$ cat src/spss_pkg.sv
package spss_pkg;

	// clock and time base
	localparam int CLK_MHZ = 250;
	localparam int TICK_US = 100;
	localparam int TICK_CYCLES = CLK_MHZ * TICK_US;
	localparam int TRIM_US = 40;
	localparam int TRIM_CYCLES = CLK_MHZ * TRIM_US;
	localparam int TIMER_W = 18;

	// register offsets
	localparam logic [7:0] ADDR_STOP_SET = 8'h19;
	localparam logic [7:0] ADDR_PERIOD = 8'h1A;
	localparam logic [7:0] ADDR_TRIM = 8'h1B;
	localparam logic [7:0] ADDR_RETRY = 8'h1C;

	// reset values
	localparam logic [7:0] RST_STOP_SET = 8'h30;
	localparam logic [7:0] RST_PERIOD = 8'h0F;
	localparam logic RST_TRIM_SEL = 1'b1;
	localparam logic [7:0] RST_RETRY = 8'h02;

	// field positions
	localparam int PER_DIS_BIT = 7;
	localparam int TRIM_RSV_BIT = 7;
	localparam int TRIM_DONE_BIT = 6;
	localparam int TRIM_SEL_BIT = 1;
	localparam logic [3:0] RETRY_MIN_CODE = 4'h2;

	// ramp length per period code, in ticks of 0.1 ms
	localparam logic [TIMER_W-1:0] SS_TICKS [0:31] = '{
		18'h0, 18'h0, 18'h0, 18'h0, 18'h0, 18'h0, 18'h0, 18'h0,
		18'd165, 18'd239, 18'd314, 18'd404, 18'd539, 18'd703, 18'd942, 18'd1257,
		18'd1646, 18'd2394, 18'd3142, 18'd4039, 18'd5386, 18'd7031, 18'd9425, 18'd12566,
		18'd17281, 18'd25136, 18'd32991, 18'd42417, 18'd56556, 18'd73837, 18'd98973,
		18'd131964};

	// retry wait per code, in ticks of 0.1 ms
	localparam logic [TIMER_W-1:0] RETRY_TICKS [0:15] = '{
		18'h0, 18'h0, 18'd2990, 18'd4490, 18'd5980, 18'd7480, 18'd8980, 18'd10470,
		18'd11970, 18'd13460, 18'd14960, 18'd14960, 18'd14960, 18'd14960, 18'd14960,
		18'd14960};

	typedef struct packed {
		logic wr;
		logic rd;
		logic [7:0] addr;
		logic [7:0] wdata;
	} spss_reg_req_t;

	typedef enum logic [2:0] {ST_OFF, ST_START, ST_RUN, ST_STOP, ST_RETRY} spss_state_t;

endpackage : spss_pkg

$ cat src/spss_timer.sv
`timescale 1ns/10ps
`default_nettype none
module spss_timer #(
	parameter int W = 18,
	parameter int PRESCALE = 25000
) (
	// clock and reset
	input wire logic clk,
	input wire logic rst,
	// control
	input wire logic start,
	input wire logic [W-1:0] ticks,
	// status
	output logic busy,
	output logic expire
);

	localparam int PW = (PRESCALE > 1) ? $clog2(PRESCALE) : 1;
	localparam logic [PW-1:0] PRE_LAST = PW'(PRESCALE - 1);

	if (PRESCALE < 1 || W < 1)
		$error("spss_timer: bad prescale or width");

	logic [PW-1:0] pre;
	logic [W-1:0] cnt;
	logic [PW-1:0] next_pre;
	logic [W-1:0] next_cnt;
	logic next_busy;
	logic next_expire;

	// count prescaled ticks down to zero
	always_comb
	begin
		next_pre = pre;
		next_cnt = cnt;
		next_busy = busy;
		next_expire = 1'b0;
		if (start)
		begin
			next_pre = '0;
			next_cnt = ticks;
			next_busy = (ticks != '0);
			next_expire = (ticks == '0);
		end
		else if (busy)
		begin
			if (pre == PRE_LAST)
			begin
				next_pre = '0;
				next_cnt = cnt - W'(1);
				if (cnt == W'(1))
				begin
					next_busy = 1'b0;
					next_expire = 1'b1;
				end
			end
			else
				next_pre = pre + PW'(1);
		end
	end

	always_ff @(posedge clk)
	begin
		if (rst)
		begin
			pre <= '0;
			cnt <= '0;
			busy <= 1'b0;
			expire <= 1'b0;
		end
		else
		begin
			pre <= next_pre;
			cnt <= next_cnt;
			busy <= next_busy;
			expire <= next_expire;
		end
	end

endmodule : spss_timer
`default_nettype wire

$ cat src/spss_sequencer.sv
// What this block does
// - reset loads the channel stop-set register with 0x30
// - on shutdown exit with control bit zero, stop-set channels stay stopped
// - stop-set bits 3..0 map to channels 4..1, one means member, default zero
// - ramp period on shutdown entry, exit or power-down change; bit 7 disables
// - outputs at 50% duty during ramp; period code upper bits zero means none
// - five-bit period code selects ramp length from a fixed table
// - ramp lengths are approximate only
// - writing zero to the trim register enables the factory trim
// - trim bit 6 is read-only done flag, zero until trim finishes
// - trim bit 1 written zero selects factory trim, resets to one
// - power stage error while starting, running or stopping resets the stage and halts all PWM outputs
// - after an error wait the retry period, then restart the stage
// - retry code low nibble selects 299 ms to 1496 ms
// - retry register takes only valid codes, once per reset
`timescale 1ns/10ps
`default_nettype none
module spss_sequencer
	import spss_pkg::*;
#(
	parameter int TICK_LEN = TICK_CYCLES,
	parameter int TRIM_LEN = TRIM_CYCLES
) (
	// clock and reset
	input wire logic CLK,
	input wire logic RST,
	// register access
	input wire spss_reg_req_t REG_REQ,
	output logic [7:0] REG_RDATA,
	// system control and pins
	input wire logic SHUTDOWN_ALL,
	input wire logic STOP_SET_BYPASS,
	input wire logic POWER_DOWN_INPUT_N,
	input wire logic BACKEND_ERR,
	// power stage
	output logic [3:0] CH_ACTIVE,
	output logic HALF_DUTY,
	output logic STAGE_RESET,
	output logic TRIM_FACTORY
);

	if (TICK_LEN < 1 || TRIM_LEN < 1 || TRIM_LEN >= (1 << TIMER_W))
		$error("spss_sequencer: bad tick or trim length");

	// input synchronisers
	logic [1:0] pdn_meta;
	logic [1:0] err_meta;
	logic pdn_sync;
	logic err_sync;

	always_ff @(posedge CLK)
	begin
		if (RST)
		begin
			pdn_meta <= 2'h0;
			err_meta <= 2'h0;
		end
		else
		begin
			pdn_meta <= {pdn_meta[0], POWER_DOWN_INPUT_N};
			err_meta <= {err_meta[0], BACKEND_ERR};
		end
	end
	assign pdn_sync = pdn_meta[1];
	assign err_sync = err_meta[1];

	// registers
	logic [7:0] stop_set;
	logic [7:0] period;
	logic trim_sel;
	logic trim_done;
	logic [7:0] retry;
	logic retry_locked;
	logic [7:0] next_stop_set;
	logic [7:0] next_period;
	logic next_trim_sel;
	logic next_trim_done;
	logic [7:0] next_retry;
	logic next_retry_locked;
	logic [7:0] next_rdata;
	logic trim_start;
	logic trim_busy;
	logic trim_expire;
	logic wr_stop;
	logic wr_period;
	logic wr_trim;
	logic wr_retry;

	assign wr_stop = REG_REQ.wr && (REG_REQ.addr == ADDR_STOP_SET);
	assign wr_period = REG_REQ.wr && (REG_REQ.addr == ADDR_PERIOD);
	assign wr_trim = REG_REQ.wr && (REG_REQ.addr == ADDR_TRIM);
	assign wr_retry = REG_REQ.wr && (REG_REQ.addr == ADDR_RETRY);
	// trim ignores writes while running or finishing, so done set and clear never meet
	assign trim_start = wr_trim && !trim_busy && !trim_expire;

	always_comb
	begin
		next_stop_set = stop_set;
		next_period = period;
		next_trim_sel = trim_sel;
		next_trim_done = trim_done;
		next_retry = retry;
		next_retry_locked = retry_locked;
		next_rdata = REG_RDATA;
		if (wr_stop)
			next_stop_set = REG_REQ.wdata;
		if (wr_period)
			next_period = REG_REQ.wdata;
		if (trim_start)
		begin
			next_trim_sel = REG_REQ.wdata[TRIM_SEL_BIT];
			next_trim_done = 1'b0;
		end
		else if (trim_expire)
			next_trim_done = 1'b1;
		if (wr_retry && !retry_locked && REG_REQ.wdata[7:4] == 4'h0
			&& REG_REQ.wdata[3:0] >= RETRY_MIN_CODE)
		begin
			next_retry = REG_REQ.wdata;
			next_retry_locked = 1'b1;
		end
		if (REG_REQ.rd)
		begin
			case (REG_REQ.addr)
				ADDR_STOP_SET: next_rdata = stop_set;
				ADDR_PERIOD: next_rdata = period;
				ADDR_TRIM: next_rdata = {1'b1, trim_done, 4'h0, trim_sel, 1'b0};
				ADDR_RETRY: next_rdata = retry;
				default: next_rdata = 8'h00;
			endcase
		end
	end

	always_ff @(posedge CLK)
	begin
		if (RST)
		begin
			stop_set <= RST_STOP_SET;
			period <= RST_PERIOD;
			trim_sel <= RST_TRIM_SEL;
			trim_done <= 1'b0;
			retry <= RST_RETRY;
			retry_locked <= 1'b0;
			REG_RDATA <= 8'h00;
			TRIM_FACTORY <= 1'b0;
		end
		else
		begin
			stop_set <= next_stop_set;
			period <= next_period;
			trim_sel <= next_trim_sel;
			trim_done <= next_trim_done;
			retry <= next_retry;
			retry_locked <= next_retry_locked;
			REG_RDATA <= next_rdata;
			TRIM_FACTORY <= next_trim_done && !next_trim_sel;
		end
	end

	// oscillator trim counted in CLK cycles, without the tick prescaler
	spss_timer #(.W(TIMER_W), .PRESCALE(1)) u_trim (
		.clk(CLK),
		.rst(RST),
		.start(trim_start),
		.ticks(TIMER_W'(TRIM_LEN)),
		.busy(trim_busy),
		.expire(trim_expire)
	);

	// ramp and retry timers, lengths approximate by tick granularity
	logic ss_start;
	logic ss_expire;
	logic rt_start;
	logic rt_expire;
	logic [TIMER_W-1:0] ss_ticks;
	logic [TIMER_W-1:0] rt_ticks;
	logic ramp_en;

	assign ss_ticks = SS_TICKS[period[4:0]];
	assign rt_ticks = RETRY_TICKS[retry[3:0]];
	assign ramp_en = !period[PER_DIS_BIT] && (period[4:3] != 2'h0);

	spss_timer #(.W(TIMER_W), .PRESCALE(TICK_LEN)) u_ss (
		.clk(CLK),
		.rst(RST),
		.start(ss_start),
		.ticks(ss_ticks),
		.busy(),
		.expire(ss_expire)
	);

	spss_timer #(.W(TIMER_W), .PRESCALE(TICK_LEN)) u_rt (
		.clk(CLK),
		.rst(RST),
		.start(rt_start),
		.ticks(rt_ticks),
		.busy(),
		.expire(rt_expire)
	);

	// start and stop sequencing
	spss_state_t state;
	spss_state_t next_state;
	logic [3:0] run_mask;
	logic [3:0] next_run_mask;
	logic [3:0] stop_mask;
	logic desired;

	assign desired = !SHUTDOWN_ALL && pdn_sync;
	assign stop_mask = ~stop_set[3:0];

	always_comb
	begin
		next_state = state;
		next_run_mask = run_mask;
		ss_start = 1'b0;
		rt_start = 1'b0;
		case (state)
			ST_OFF:
				if (desired)
				begin
					next_run_mask = STOP_SET_BYPASS ? 4'hF : stop_mask;
					ss_start = ramp_en;
					next_state = ramp_en ? ST_START : ST_RUN;
				end
			ST_START:
				if (err_sync)
				begin
					rt_start = 1'b1;
					next_state = ST_RETRY;
				end
				else if (!desired)
				begin
					ss_start = 1'b1;
					next_state = ST_STOP;
				end
				else if (ss_expire)
					next_state = ST_RUN;
			ST_RUN:
				if (err_sync)
				begin
					rt_start = 1'b1;
					next_state = ST_RETRY;
				end
				else if (!desired)
				begin
					ss_start = ramp_en;
					next_state = ramp_en ? ST_STOP : ST_OFF;
				end
			ST_STOP:
				if (err_sync)
				begin
					rt_start = 1'b1;
					next_state = ST_RETRY;
				end
				else if (desired)
				begin
					ss_start = 1'b1;
					next_state = ST_START;
				end
				else if (ss_expire)
					next_state = ST_OFF;
			ST_RETRY:
				if (rt_expire)
					next_state = desired ? ST_RUN : ST_OFF;
			default:
				next_state = ST_OFF;
		endcase
	end

	always_ff @(posedge CLK)
	begin
		if (RST)
		begin
			state <= ST_OFF;
			run_mask <= 4'h0;
			CH_ACTIVE <= 4'h0;
			HALF_DUTY <= 1'b0;
			STAGE_RESET <= 1'b0;
		end
		else
		begin
			state <= next_state;
			run_mask <= next_run_mask;
			CH_ACTIVE <= (next_state inside {ST_START, ST_RUN, ST_STOP}) ? next_run_mask : 4'h0;
			HALF_DUTY <= (next_state inside {ST_START, ST_STOP});
			STAGE_RESET <= (next_state == ST_RETRY);
		end
	end
endmodule : spss_sequencer
`default_nettype wire

$ cat config.mk
export PLATFORM = sky130hd
export DESIGN_NAME = spss_sequencer
export DESIGN_NICKNAME = d
export VERILOG_FILES = /design/src/spss_pkg.sv /design/src/spss_timer.sv /design/src/spss_sequencer.sv
export SDC_FILE = /design/constraint.sdc
export NUM_CORES = 1
export LEC_CHECK = 0
export BUFFER_PORTS_ARGS = -buffer_cell sky130_fd_sc_hd__buf_4
export CAP_MARGIN = 20
export CORE_MARGIN = 2
export CORE_UTILIZATION = 35
export DETAILED_ROUTE_END_ITERATION = 10
export GPL_TIMING_DRIVEN = 1
export HOLD_SLACK_MARGIN = 0.03
export SLEW_MARGIN = 20
export SYNTH_ARGS = -nofsm -noshare
export SYNTH_HDL_FRONTEND = slang
export SYNTH_HIERARCHICAL = 1
export SYNTH_SLANG_ARGS = --single-unit
$ cat constraint.sdc
create_clock -name CLK -period 3.24 [get_ports CLK]
set_clock_uncertainty 0.15 [all_clocks]
set_input_delay 0.162 -clock CLK [delete_from_list [all_inputs] [get_ports CLK]]
set_output_delay 0.162 -clock CLK [all_outputs]
set_load 0.005 [all_outputs]
==> metrics.txt, run 1 <==
first-pass GRT wire length=31.4 mm; Horiz. Die Dim=around 150 µm; post-layout util=41.3%; met3 usage=2.72%; Layout area overhead=16.6%; Max Cap Violations=0; status=completed; Async S/R FF share, synth=0%; WP buf/inv=2; WL final=18.5 mm; Final Instance Area=9290 µm²; # DRC=0; Cells after Synth=between 900 and 1000; Detailed Place HPWL=between 10 and 15 mm; number of port buffers=38; Rows=55; most frequent cells in the layout=147 x nor2_1, 143 x dfxtp_1, 64 x nand2_1, 52 x xor2_1, 51 x buf_4; crit-path cells=inv_1 > ha_1 > inv_1 > ha_1 > nand2_1 > o21ai_0 > a22oi_1 > o21ai_0 > nor4_1 > nand3_1 > nor2_1 > or3_1 > a21oi_1; Final min period=2.79 ns; maximum VDD drop=0.000257 V; Tightest Pin Transition=0.700 ns; Starting Density=35.4%; Worst path max stage delay=0.51 ns; Synth cell types=75; vias in the first global route=6372; critical path class=reg2reg; CP Capture Type=register; TritonCTS Buffers=17; WHS Endpoint=pdn_meta[0]; LEAKAGE=0.00351 µW; post-cts sizing count=0; most common cell after layout, fill and taps aside=nor2_1; required time worst endpoint=3.39 ns; placed cell areas=roughly 8600 µm²; largest net degree at the start of global routing=between 40 and 50; routability congestion estimate=0.889; M1 GR Usage=21.3%; WHS Path Cells=2; CP delay by family, top=simple AND/OR/NAND/NOR gates; DR WL/cell=14.1 µm; Hold Startpoint=RST; Clock Latency Late Sink=between 0.4 and 0.5 ns; Max FO, Critical Path=9; H-tree lvl count=4; initial antenna violation count=0; # IOs=39; share of cells above drive strength 1=11.6%; Total GRT Usage=roughly 16%; clock sink total=143; Netlist Area Pre-Place=7960 µm²; unrepaired setup endpoints after global routing=no; RR Endpoint=u_ss/busy; CTS Hold Bufs=13; nets=1071; Fin Setup TNS=0 ns; Critical Path AT=2.94 ns; Worst R2R Setup Slack=0.45 ns; warnings from Yosys=6; Cell Pwr Density=between 400 and 500 nW/µm²; Fin. Hold Viols=0; post-CTS setup buffer count=0; #FFs+latches synth=about 140; DRT iter0 DRCs=471; relative slew slack=between 50% and 60%; Final setup viols=0; total grt overflow=0; Post-synth EDFFs=0; Longest Clk Path Bufs=2; hold crit path type=in2reg; Worst-path clk slew=0.06 ns; crit share post-route=86.2%; r2r startpoint=period[0]; clock root buffer=clkbuf_16; startpoint types=register; Slowest-stage cell, CP=dfxtp_1; die height=155 µm; n_diodes=0; share of the yosys chip area belonging to registers=36.0%; via count=6746; Synth Flop Type=dfxtp_1; CORE AREA=between 20000 and 25000 µm²; Peak Freq=358 MHz; Max Slew Vio Count=0; die area=24000 µm²; Detailed Routing Iterations Pass 1=5; CTS tree=yes; R2R depth=13; Via density=5.12; GRT met2 Usage=between 20% and 30%; antenna-violating nets left=0; syn_area_per_cell=8.37 µm²; most used routing layer=met2
cell families (layout without fill, tap and decap cells):
group	Yosys count	after routing	synth area share, %
multiplexers	26	26	3.46
AO/OA/AOI/OAI	179	179	15.1
buffers and inverters	84	123	4.95
other	2	44	0.0943
XOR/XNOR	73	73	8.03
flip-flops	143	143	36.0
AND/OR/NAND/NOR	418	418	28.3
adder cells (fa/ha/maj)	26	26	4.09
Yosys cell counts (6+ instances only):
| cell type | instances | area [µm²] |
|---|---|---|
| or4_1 | 7 | 52.6 |
| xor2_1 | 52 | 455 |
| nor2_1 | 147 | 552 |
| o21ai_0 | 32 | 160 |
| a21oi_1 | 47 | 235 |
| inv_1 | 27 | 101 |
| nand2_1 | 64 | 240 |
| nor3_1 | 35 | 175 |
| buf_2 | 13 | 65.1 |
| or3_1 | 12 | 75.1 |
| nor4_1 | 19 | 119 |
| a31oi_1 | 8 | 50.1 |
| and4_1 | 8 | 70.1 |
| nand4b_1 | 6 | 52.6 |
| nand3_1 | 21 | 105 |
| a211oi_2 | 6 | 75.1 |
| a211oi_1 | 37 | 278 |
| a22oi_1 | 10 | 75.1 |
| mux2i_1 | 23 | 230 |
| nor2b_1 | 13 | 81.3 |
| clkbuf_1 | 35 | 131 |
| dfxtp_1 | 143 | 2860 |
| xnor2_1 | 21 | 184 |
| and3_1 | 7 | 43.8 |
| ha_1 | 26 | 325 |
| nand4_1 | 26 | 163 |
| and2_1 | 9 | 56.3 |
flip-flops by register name (all words and copies together) (netlist names), 2 cells and up:
signal / cells
state: 3
period: 8
err_meta: 2
stop_set: 8
u_rt/pre: 15
pdn_meta: 2
u_trim/cnt: 18
REG_RDATA: 8
CH_ACTIVE: 4
u_ss/pre: 15
u_rt/cnt: 18
retry: 8
run_mask: 4
u_ss/cnt: 18
where the power goes:
group	switching (µW)	leakage [µW]	internal, µW
Clock	754	0.000269	1180
Sequential	60.2	0.00116	1820
Combinational	273	0.00209	195
layer usage:
layer	vias up	part of all wire, %
met1	3140	48
met5	-	0
met4	0	1.3
met2	99	47
li1	3485	-
met3	22	3.4
worst max path at each step:
stage,from,to,slack [ns],depth (start not counted)
after floorplan,pdn_meta[1],u_ss/pre[10],0.91,9
after global placement,period[0],u_ss/busy,0.57,13
final,period[0],u_ss/busy,0.45,13
after global routing,period[0],u_ss/busy,0.18,13
after CTS,period[0],u_ss/busy,0.51,13
after detailed placement,period[0],u_ss/busy,0.53,13
worst register-to-register path, stage by stage (launching register included):
cell and delay [ns]:
dfxtp_1 0.51, inv_1 0.19, ha_1 0.33, inv_1 0.13
ha_1 0.24, nand2_1 0.06, o21ai_0 0.08, a22oi_1 0.14
o21ai_0 0.15, nor4_1 0.24, nand3_1 0.11, nor2_1 0.17
or3_1 0.13, a21oi_1 0.04
per-stage QoR:
step	total power [µW]	hold slack, ns	worst slack (ns)	std cells
finish	4290	0.0554	0.446	1317
global route	4460	0.0793	0.183	1317
CTS	4330	0.0633	0.513	1317
detailed placement	2370	0.227	0.532	1274
global placement	2370	0.230	0.566	1274
floorplan	2240	0.140	0.909	993
cell type report:
cell class / count / area (µm²)
Sequential cell: 143 / 2860
Fill cell: 2269 / 13200
Clock inverter: 9 / 111
Clock buffer: 21 / 470
Inverter: 29 / 109
Timing Repair Buffer: 64 / 513
Tap cell: 285 / 357
Multi-Input combinational cell: 766 / 4860
Note: power is estimated with default switching activity, not from simulation.
==> run 2, diff against run 1 <==
Settings changed: SYNTH_HIERARCHICAL 1 to not set.
==> metrics.txt, run 2 <==
syn_area_per_cell=8.61 µm² (+2.8%); Synth area leaders=dfxtp_1 39%, nor2_1 6.0%, xor2_1 4.5%; Cell Pwr Density=474 nW/µm² (+2.8%); initial antenna violation count=0 (unchanged); Post-synth EDFFs=0 (unchanged); maximum VDD drop=0.000339 V (+32%); Layout area overhead=17.4%; post-synth top area share=38.7% (+2.8 points); Horiz. Die Dim=149 µm (-3.6%); post-synth top area cell=dfxtp_1; Via density=5.25 (+2.5%); Final Instance Area=8670 µm² (-6.6%); slack of the critical path=0.675 ns (+0.229 ns); Peak Freq=390 MHz (+8.9%); r2r startpoint=u_ss.pre[6]; CTS tree=yes; sequential share of power=45.1% (+1.3 points); Rows=53 (-3.6%); Final setup viols=0 (unchanged); most frequent cells in the layout=143 x dfxtp_1, 118 x nor2_1, 51 x nand2_1, 49 x buf_4, 38 x xor2_1; LEAKAGE=0.00323 µW (-8.1%); die area=22300 µm² (-7.0%); nets=944 (-12%); Cells after Synth=858 (-9.8%); via count=6208 (-8.0%); antenna-violating nets left=0 (unchanged); Worst-path clk slew=0.06 ns (about the same); startpoint types=register; unrepaired setup endpoints after global routing=no; die height=149 µm (-3.6%); Largest regs=u_rt.cnt (18), u_ss.cnt (18), u_trim.cnt (18); largest net degree at the start of global routing=40 (-9.1%); GRT met2 Usage=25.0% (-1.3 points); H-tree lvl count=4 (unchanged); Longest Clk Path Bufs=2 (unchanged); vias in the first global route=5755 (-9.7%); sw frac=25.8% (+0.43 points); most used routing layer=met2; NetSw=1060 µW (-2.4%); Fin Setup TNS=0 ns (unchanged); share of the yosys chip area belonging to registers=38.7% (+2.8 points); Max Slew Vio Count=0 (unchanged); share of cells above drive strength 1=11.7% (+0.059 points); Async S/R FF share, synth=0% (unchanged); Int Power=3050 µW (-4.6%); Fin. Hold Viols=0 (unchanged); TritonCTS Buffers=17 (unchanged); RR Endpoint=u_ss.cnt[16]; Synth Flop Type=dfxtp_1; Clock Latency Late Sink=0.42 ns (about the same); warnings from Yosys=0 (-6); M1 GR Usage=21.9% (+0.64 points); # fillers=2093 (-7.8%); Netlist Area Pre-Place=7390 µm² (-7.2%); worst hold slack=0.0390 ns (-0.0163 ns); crit path capture=u_ss.cnt[16]; Detailed Routing Iterations Pass 1=5 (unchanged); Clock power frac=45.7% (+0.5 points); Total Power=4110 µW (-4.0%); CP Capture Type=register; critical path class=reg2reg; Setup WS pre-CTS=0.722 ns (+0.190 ns); # IOs=39 (unchanged); Max Cap Violations=0 (unchanged); Starting Density=35.4% (about the same); Combinational Power Share=9.2% (-1.7 points); count leader, synth=dfxtp_1; R2R depth=6 (-7); clock sink total=143 (unchanged); clock root buffer=clkbuf_16; required time worst endpoint=3.42 ns (+0.03 ns); top cells by count, synth=143 x dfxtp_1, 118 x nor2_1, 51 x nand2_1, 40 x clkbuf_1, 38 x xor2_1; Tightest Pin Transition=0.853 ns (+0.152 ns); WL final=17.5 mm (-5.7%); placed cell areas=7940 µm² (-7.4%); syn_nets=908; most common cell after layout, fill and taps aside=dfxtp_1; number of port buffers=38 (unchanged); # DRC=0 (unchanged); DRT iter0 DRCs=338 (-28%); post-cts sizing count=0 (unchanged); met3 usage=3.36% (+0.65 points); total grt overflow=0 (unchanged); DR WL/cell=14.8 µm (+5.1%); Max FO, Critical Path=9 (unchanged); relative slew slack=42.6% (-10 points); Final min period=2.57 ns (-0.229 ns); n_diodes=0 (unchanged); Critical Path AT=2.74 ns (-0.20 ns); Detailed Place HPWL=12.1 mm (-8.2%); Synth cell types=69 (-8.0%); Worst R2R Setup Slack=0.67 ns (+0.23 ns); first-pass GRT wire length=28.9 mm (-8.0%); crit share post-route=79.2% (-7.1 points); Critical path origin=u_ss.pre[6]; status=completed; hold crit path type=in2reg; routability congestion estimate=0.863 (-2.9%); CORE AREA=20900 µm² (-7.2%); #FFs+latches synth=143 (unchanged); Total GRT Usage=16.2% (+0.13 points)
[run 2: cell type report]
cell class                 count  area, µm²  area share (%)
clock buffer                  18        439            5.06
sequential                   143       2860            33.0
timing repair buffer          66        548            6.32
tap                          275        344            3.97
multi-input combinational    639       4240            48.9
inverter                      27        101            1.17
clock inverter                14        133            1.53
[run 2: worst max-delay path, cell delays in order, from the launching register on]
cell and delay (ns):
dfxtp_1 0.37, or3_1 0.46, nor4_4 0.46, buf_4 0.23, nand4_1 0.17, or3_1 0.35, a311oi_1 0.26
[run 2: cells by family after synthesis]
family | Yosys count | synth area share [%]
adder cells (fa/ha/maj) | 26 | 4.40
AO/OA/AOI/OAI | 160 | 14.8
AND/OR/NAND/NOR | 354 | 25.6
buffers and inverters | 76 | 3.91
flip-flops | 143 | 38.7
XOR/XNOR | 75 | 8.89
multiplexers | 24 | 3.62
[run 2: worst min path at each step]
stage,to,from,slack [ns],depth (start not counted)
floorplan,err_meta[0],BACKEND_ERR,0.14,1
global placement,pdn_meta[0],POWER_DOWN_INPUT_N,0.23,2
detailed placement,pdn_meta[0],POWER_DOWN_INPUT_N,0.24,2
CTS,retry_locked,REG_REQ[17],0.04,5
global route,retry_locked,REG_REQ[17],0.04,5
finish,retry_locked,REG_REQ[17],0.04,5
[run 2: repair_timing]
item | CTS | global route
endpoints found under the hold margin | 26 | 0
hold buffers | 16 | 0
setup buffers | 0 | 0
[run 2: power groups by stage]
stage | Combinational [µW] | Sequential (µW) | Clock (µW)
6_report | 380 | 1850 | 1880
5_1_grt | 420 | 1860 | 2010
4_1_cts | 379 | 1850 | 1920
3_5_place_dp | 364 | 1890 | 0
3_3_place_gp | 364 | 1890 | 0
2_1_floorplan | 259 | 1870 | 0
[run 2: routing by layer]
layer  vias to the layer above  share of wire, %  wire length [µm]
met3                        26               3.8               659
met5                         -                 0                 0
met2                       115                45              7880
met1                      2903                49              8580
met4                         0               2.0               344
li1                       3164                 -                 -
[run 2: metrics by stage]
stage	utilization (%)	std cells
after floorplan	-	858
after global placement	38.0	1134
final	41.5	1182
after global routing	41.5	1182
after detailed placement	38.0	1134
after CTS	41.5	1182
==> run 3, diff against run 2 <==
Settings changed: ABC_AREA set to 1.
Clock period 3.24 ns to 2.7 ns, I/O delays scaled along.
==> metrics.txt, run 3 <==
Worst path max stage delay=0.52 ns (+0.06 ns); via count=8285 (+33%); post-layout util=41.4% (-0.11 points); most common cell after layout, fill and taps aside=nand2_1; CP delay by family, top=simple AND/OR/NAND/NOR gates; Async S/R FF share, synth=0% (unchanged); Post-synth EDFFs=0 (unchanged); largest net degree at the start of global routing=43 (+7.5%); crit share post-route=79.3% (+0.097 points); critical path class=reg2reg; status=completed; die height=159 µm (+6.4%); clock root buffer=clkbuf_16; Final setup viols=0 (unchanged); nets=1396 (+48%); Slowest-stage cell, CP=dfxtp_1; Final min period=2.14 ns (-0.425 ns); hold crit path type=in2reg; Largest regs=u_rt.cnt (18), u_ss.cnt (18), u_trim.cnt (18); # DRC=0 (unchanged); Total GRT Usage=17.5% (+1.3 points); Horiz. Die Dim=159 µm (+6.4%); Synth cell types=46 (-33%); Rows=56 (+5.7%); most frequent cells in the layout=303 x nand2_1, 206 x nor2_1, 143 x dfxtp_1, 137 x inv_1, 127 x nand3_1; Starting Density=35.7% (+0.38 points); number of port buffers=38 (unchanged); count leader, synth=nand2_1; syn_area_per_cell=6.47 µm² (-25%); Synth Flop Type=dfxtp_1; Critical path origin=retry[2]; initial antenna violation count=0 (unchanged); crit-path cells=clkinv_1 > ha_1 > nand2_1 > a21boi_0 > nand3_1 > nor2_1 > nand3_1 > nand3_1 > nand2_1; CORE AREA=23500 µm² (+12%); post-cts sizing count=0 (unchanged); WL final=21.8 mm (+25%); DR WL/cell=13.0 µm (-12%); syn_nets=1347 (+48%); warnings from Yosys=0 (unchanged); # fillers=2477 (+18%); Detailed Place HPWL=16.1 mm (+33%); Critical Path AT=2.31 ns (-0.43 ns); relative slew slack=66.2% (+24 points); Worst-path clk slew=0.06 ns (about the same); Final Instance Area=9720 µm² (+12%); Layout area overhead=15.8%; top cells by count, synth=303 x nand2_1, 206 x nor2_1, 143 x dfxtp_1, 137 x inv_1, 127 x nand3_1; maximum VDD drop=0.000429 V (+27%); CP Capture Type=register; Max Cap Violations=0 (unchanged); die area=25200 µm² (+13%); LEAKAGE=0.00439 µW (+36%); Cells after Synth=1297 (+51%); Netlist Area Pre-Place=8390 µm² (+14%); H-tree lvl count=4 (unchanged); #FFs+latches synth=143 (unchanged); WP buf/inv=1 (unchanged); clock sink total=143 (unchanged); total grt overflow=0 (unchanged); required time worst endpoint=2.87 ns (-0.55 ns); DRT iter0 DRCs=758 (+120%); TritonCTS Buffers=17 (unchanged); Clock Latency Late Sink=0.42 ns (about the same); Via density=4.94 (-5.9%); startpoint types=register; n_diodes=0 (unchanged); post-synth top area share=34.1% (-4.6 points); Peak Freq=467 MHz (+20%); routability congestion estimate=0.907 (+5.0%); Detailed Routing Iterations Pass 1=7 (+2); # IOs=39 (unchanged); post-synth top area cell=dfxtp_1; first-pass GRT wire length=36.8 mm (+27%); antenna-violating nets left=0 (unchanged); placed insts=1631 (+44%); Hold Startpoint=REG_REQ[8]; Longest Clk Path Bufs=2 (unchanged); share of cells above drive strength 1=9.57% (-2.1 points); CP most frequent cell=nand3_1; Tightest Pin Transition=0.506 ns (-0.347 ns); Max FO, Critical Path=11 (+2); Fin. Hold Viols=0 (unchanged); Fin Setup TNS=0 ns (unchanged); fin cells=1677 (+42%); vias in the first global route=7495 (+30%); share of the yosys chip area belonging to registers=34.1% (-4.6 points); r2r startpoint=retry[2]; Synth area leaders=dfxtp_1 34%, nand2_1 14%, nor2_1 9.2%; CTS tree=yes; unrepaired setup endpoints after global routing=no; Max Slew Vio Count=0 (unchanged); placed cell areas=8970 µm² (+13%); Cell Pwr Density=577 nW/µm² (+22%)
## run 3: cells by family after synthesis
group                      after synthesis  synth area share [%]
and+or+nand+nor                        740                  39.2
adders and majority gates               26                  3.88
muxes                                    1                 0.119
AOI/OAI and AO/OA                      188                  11.9
DFF                                    143                  34.1
buffers and inverters                  178                  8.56
xor gates and xnor gates                21                  2.19
## run 3: power by group
group / internal [µW] / total (µW) / switching [µW]
Combinational: 342 / 966 / 624
Sequential: 2170 / 2230 / 64.2
Clock: 1440 / 2410 / 964
Total: 3950 / 5610 / 1650
## run 3: cell type report
| type | count | area, µm² | share of cell area (%) |
|---|---|---|---|
| multi-input cells | 976 | 4810 | 49.5 |
| flip-flops and latches | 143 | 2860 | 29.5 |
| inverters | 146 | 548 | 5.64 |
| repair buffers | 62 | 503 | 5.18 |
| clock buffers | 21 | 470 | 4.84 |
| well taps | 319 | 399 | 4.11 |
| clock inverters | 10 | 126 | 1.30 |
## run 3: final timing paths
kind	to	slack (ns)	cells after the start
setup / recovery	u_rt.busy	0.56	9
hold / removal	retry_locked	0.07	4
setup reg to reg	u_rt.busy	0.56	9
hold reg to reg	pdn_meta[1]	0.25	2
## run 3: stage by stage
step	setup WS, ns	hold WS (ns)	power, µW
after floorplan	0.898	0.0920	2980
after global placement	0.610	0.215	3220
after detailed placement	0.582	0.221	3220
after CTS	0.581	0.0512	5660
after global routing	0.322	0.120	5920
final	0.560	0.0702	5610
## run 3: timing repair
action / CTS / global route
hold buffers: 15 / 0
setup buffers: 0 / 0
hold endpoints to repair: 44 / 0
## run 3: metal layers
layer / up-vias / global-route usage (%) / part of all wire (%)
li1: 4310 / - / -
met1: 3751 / 25.4 / 52
met2: 207 / 26.7 / 43
met3: 17 / 3.08 / 4.5
met4: 0 / 4.46 / 0.77
met5: - / 0 / 0
## run 3: worst min-delay path, cell delays in order
cell,delay [ns]
buf_4,0.12
nor4_1,0.06
nand2_1,0.19
a21oi_1,0.10
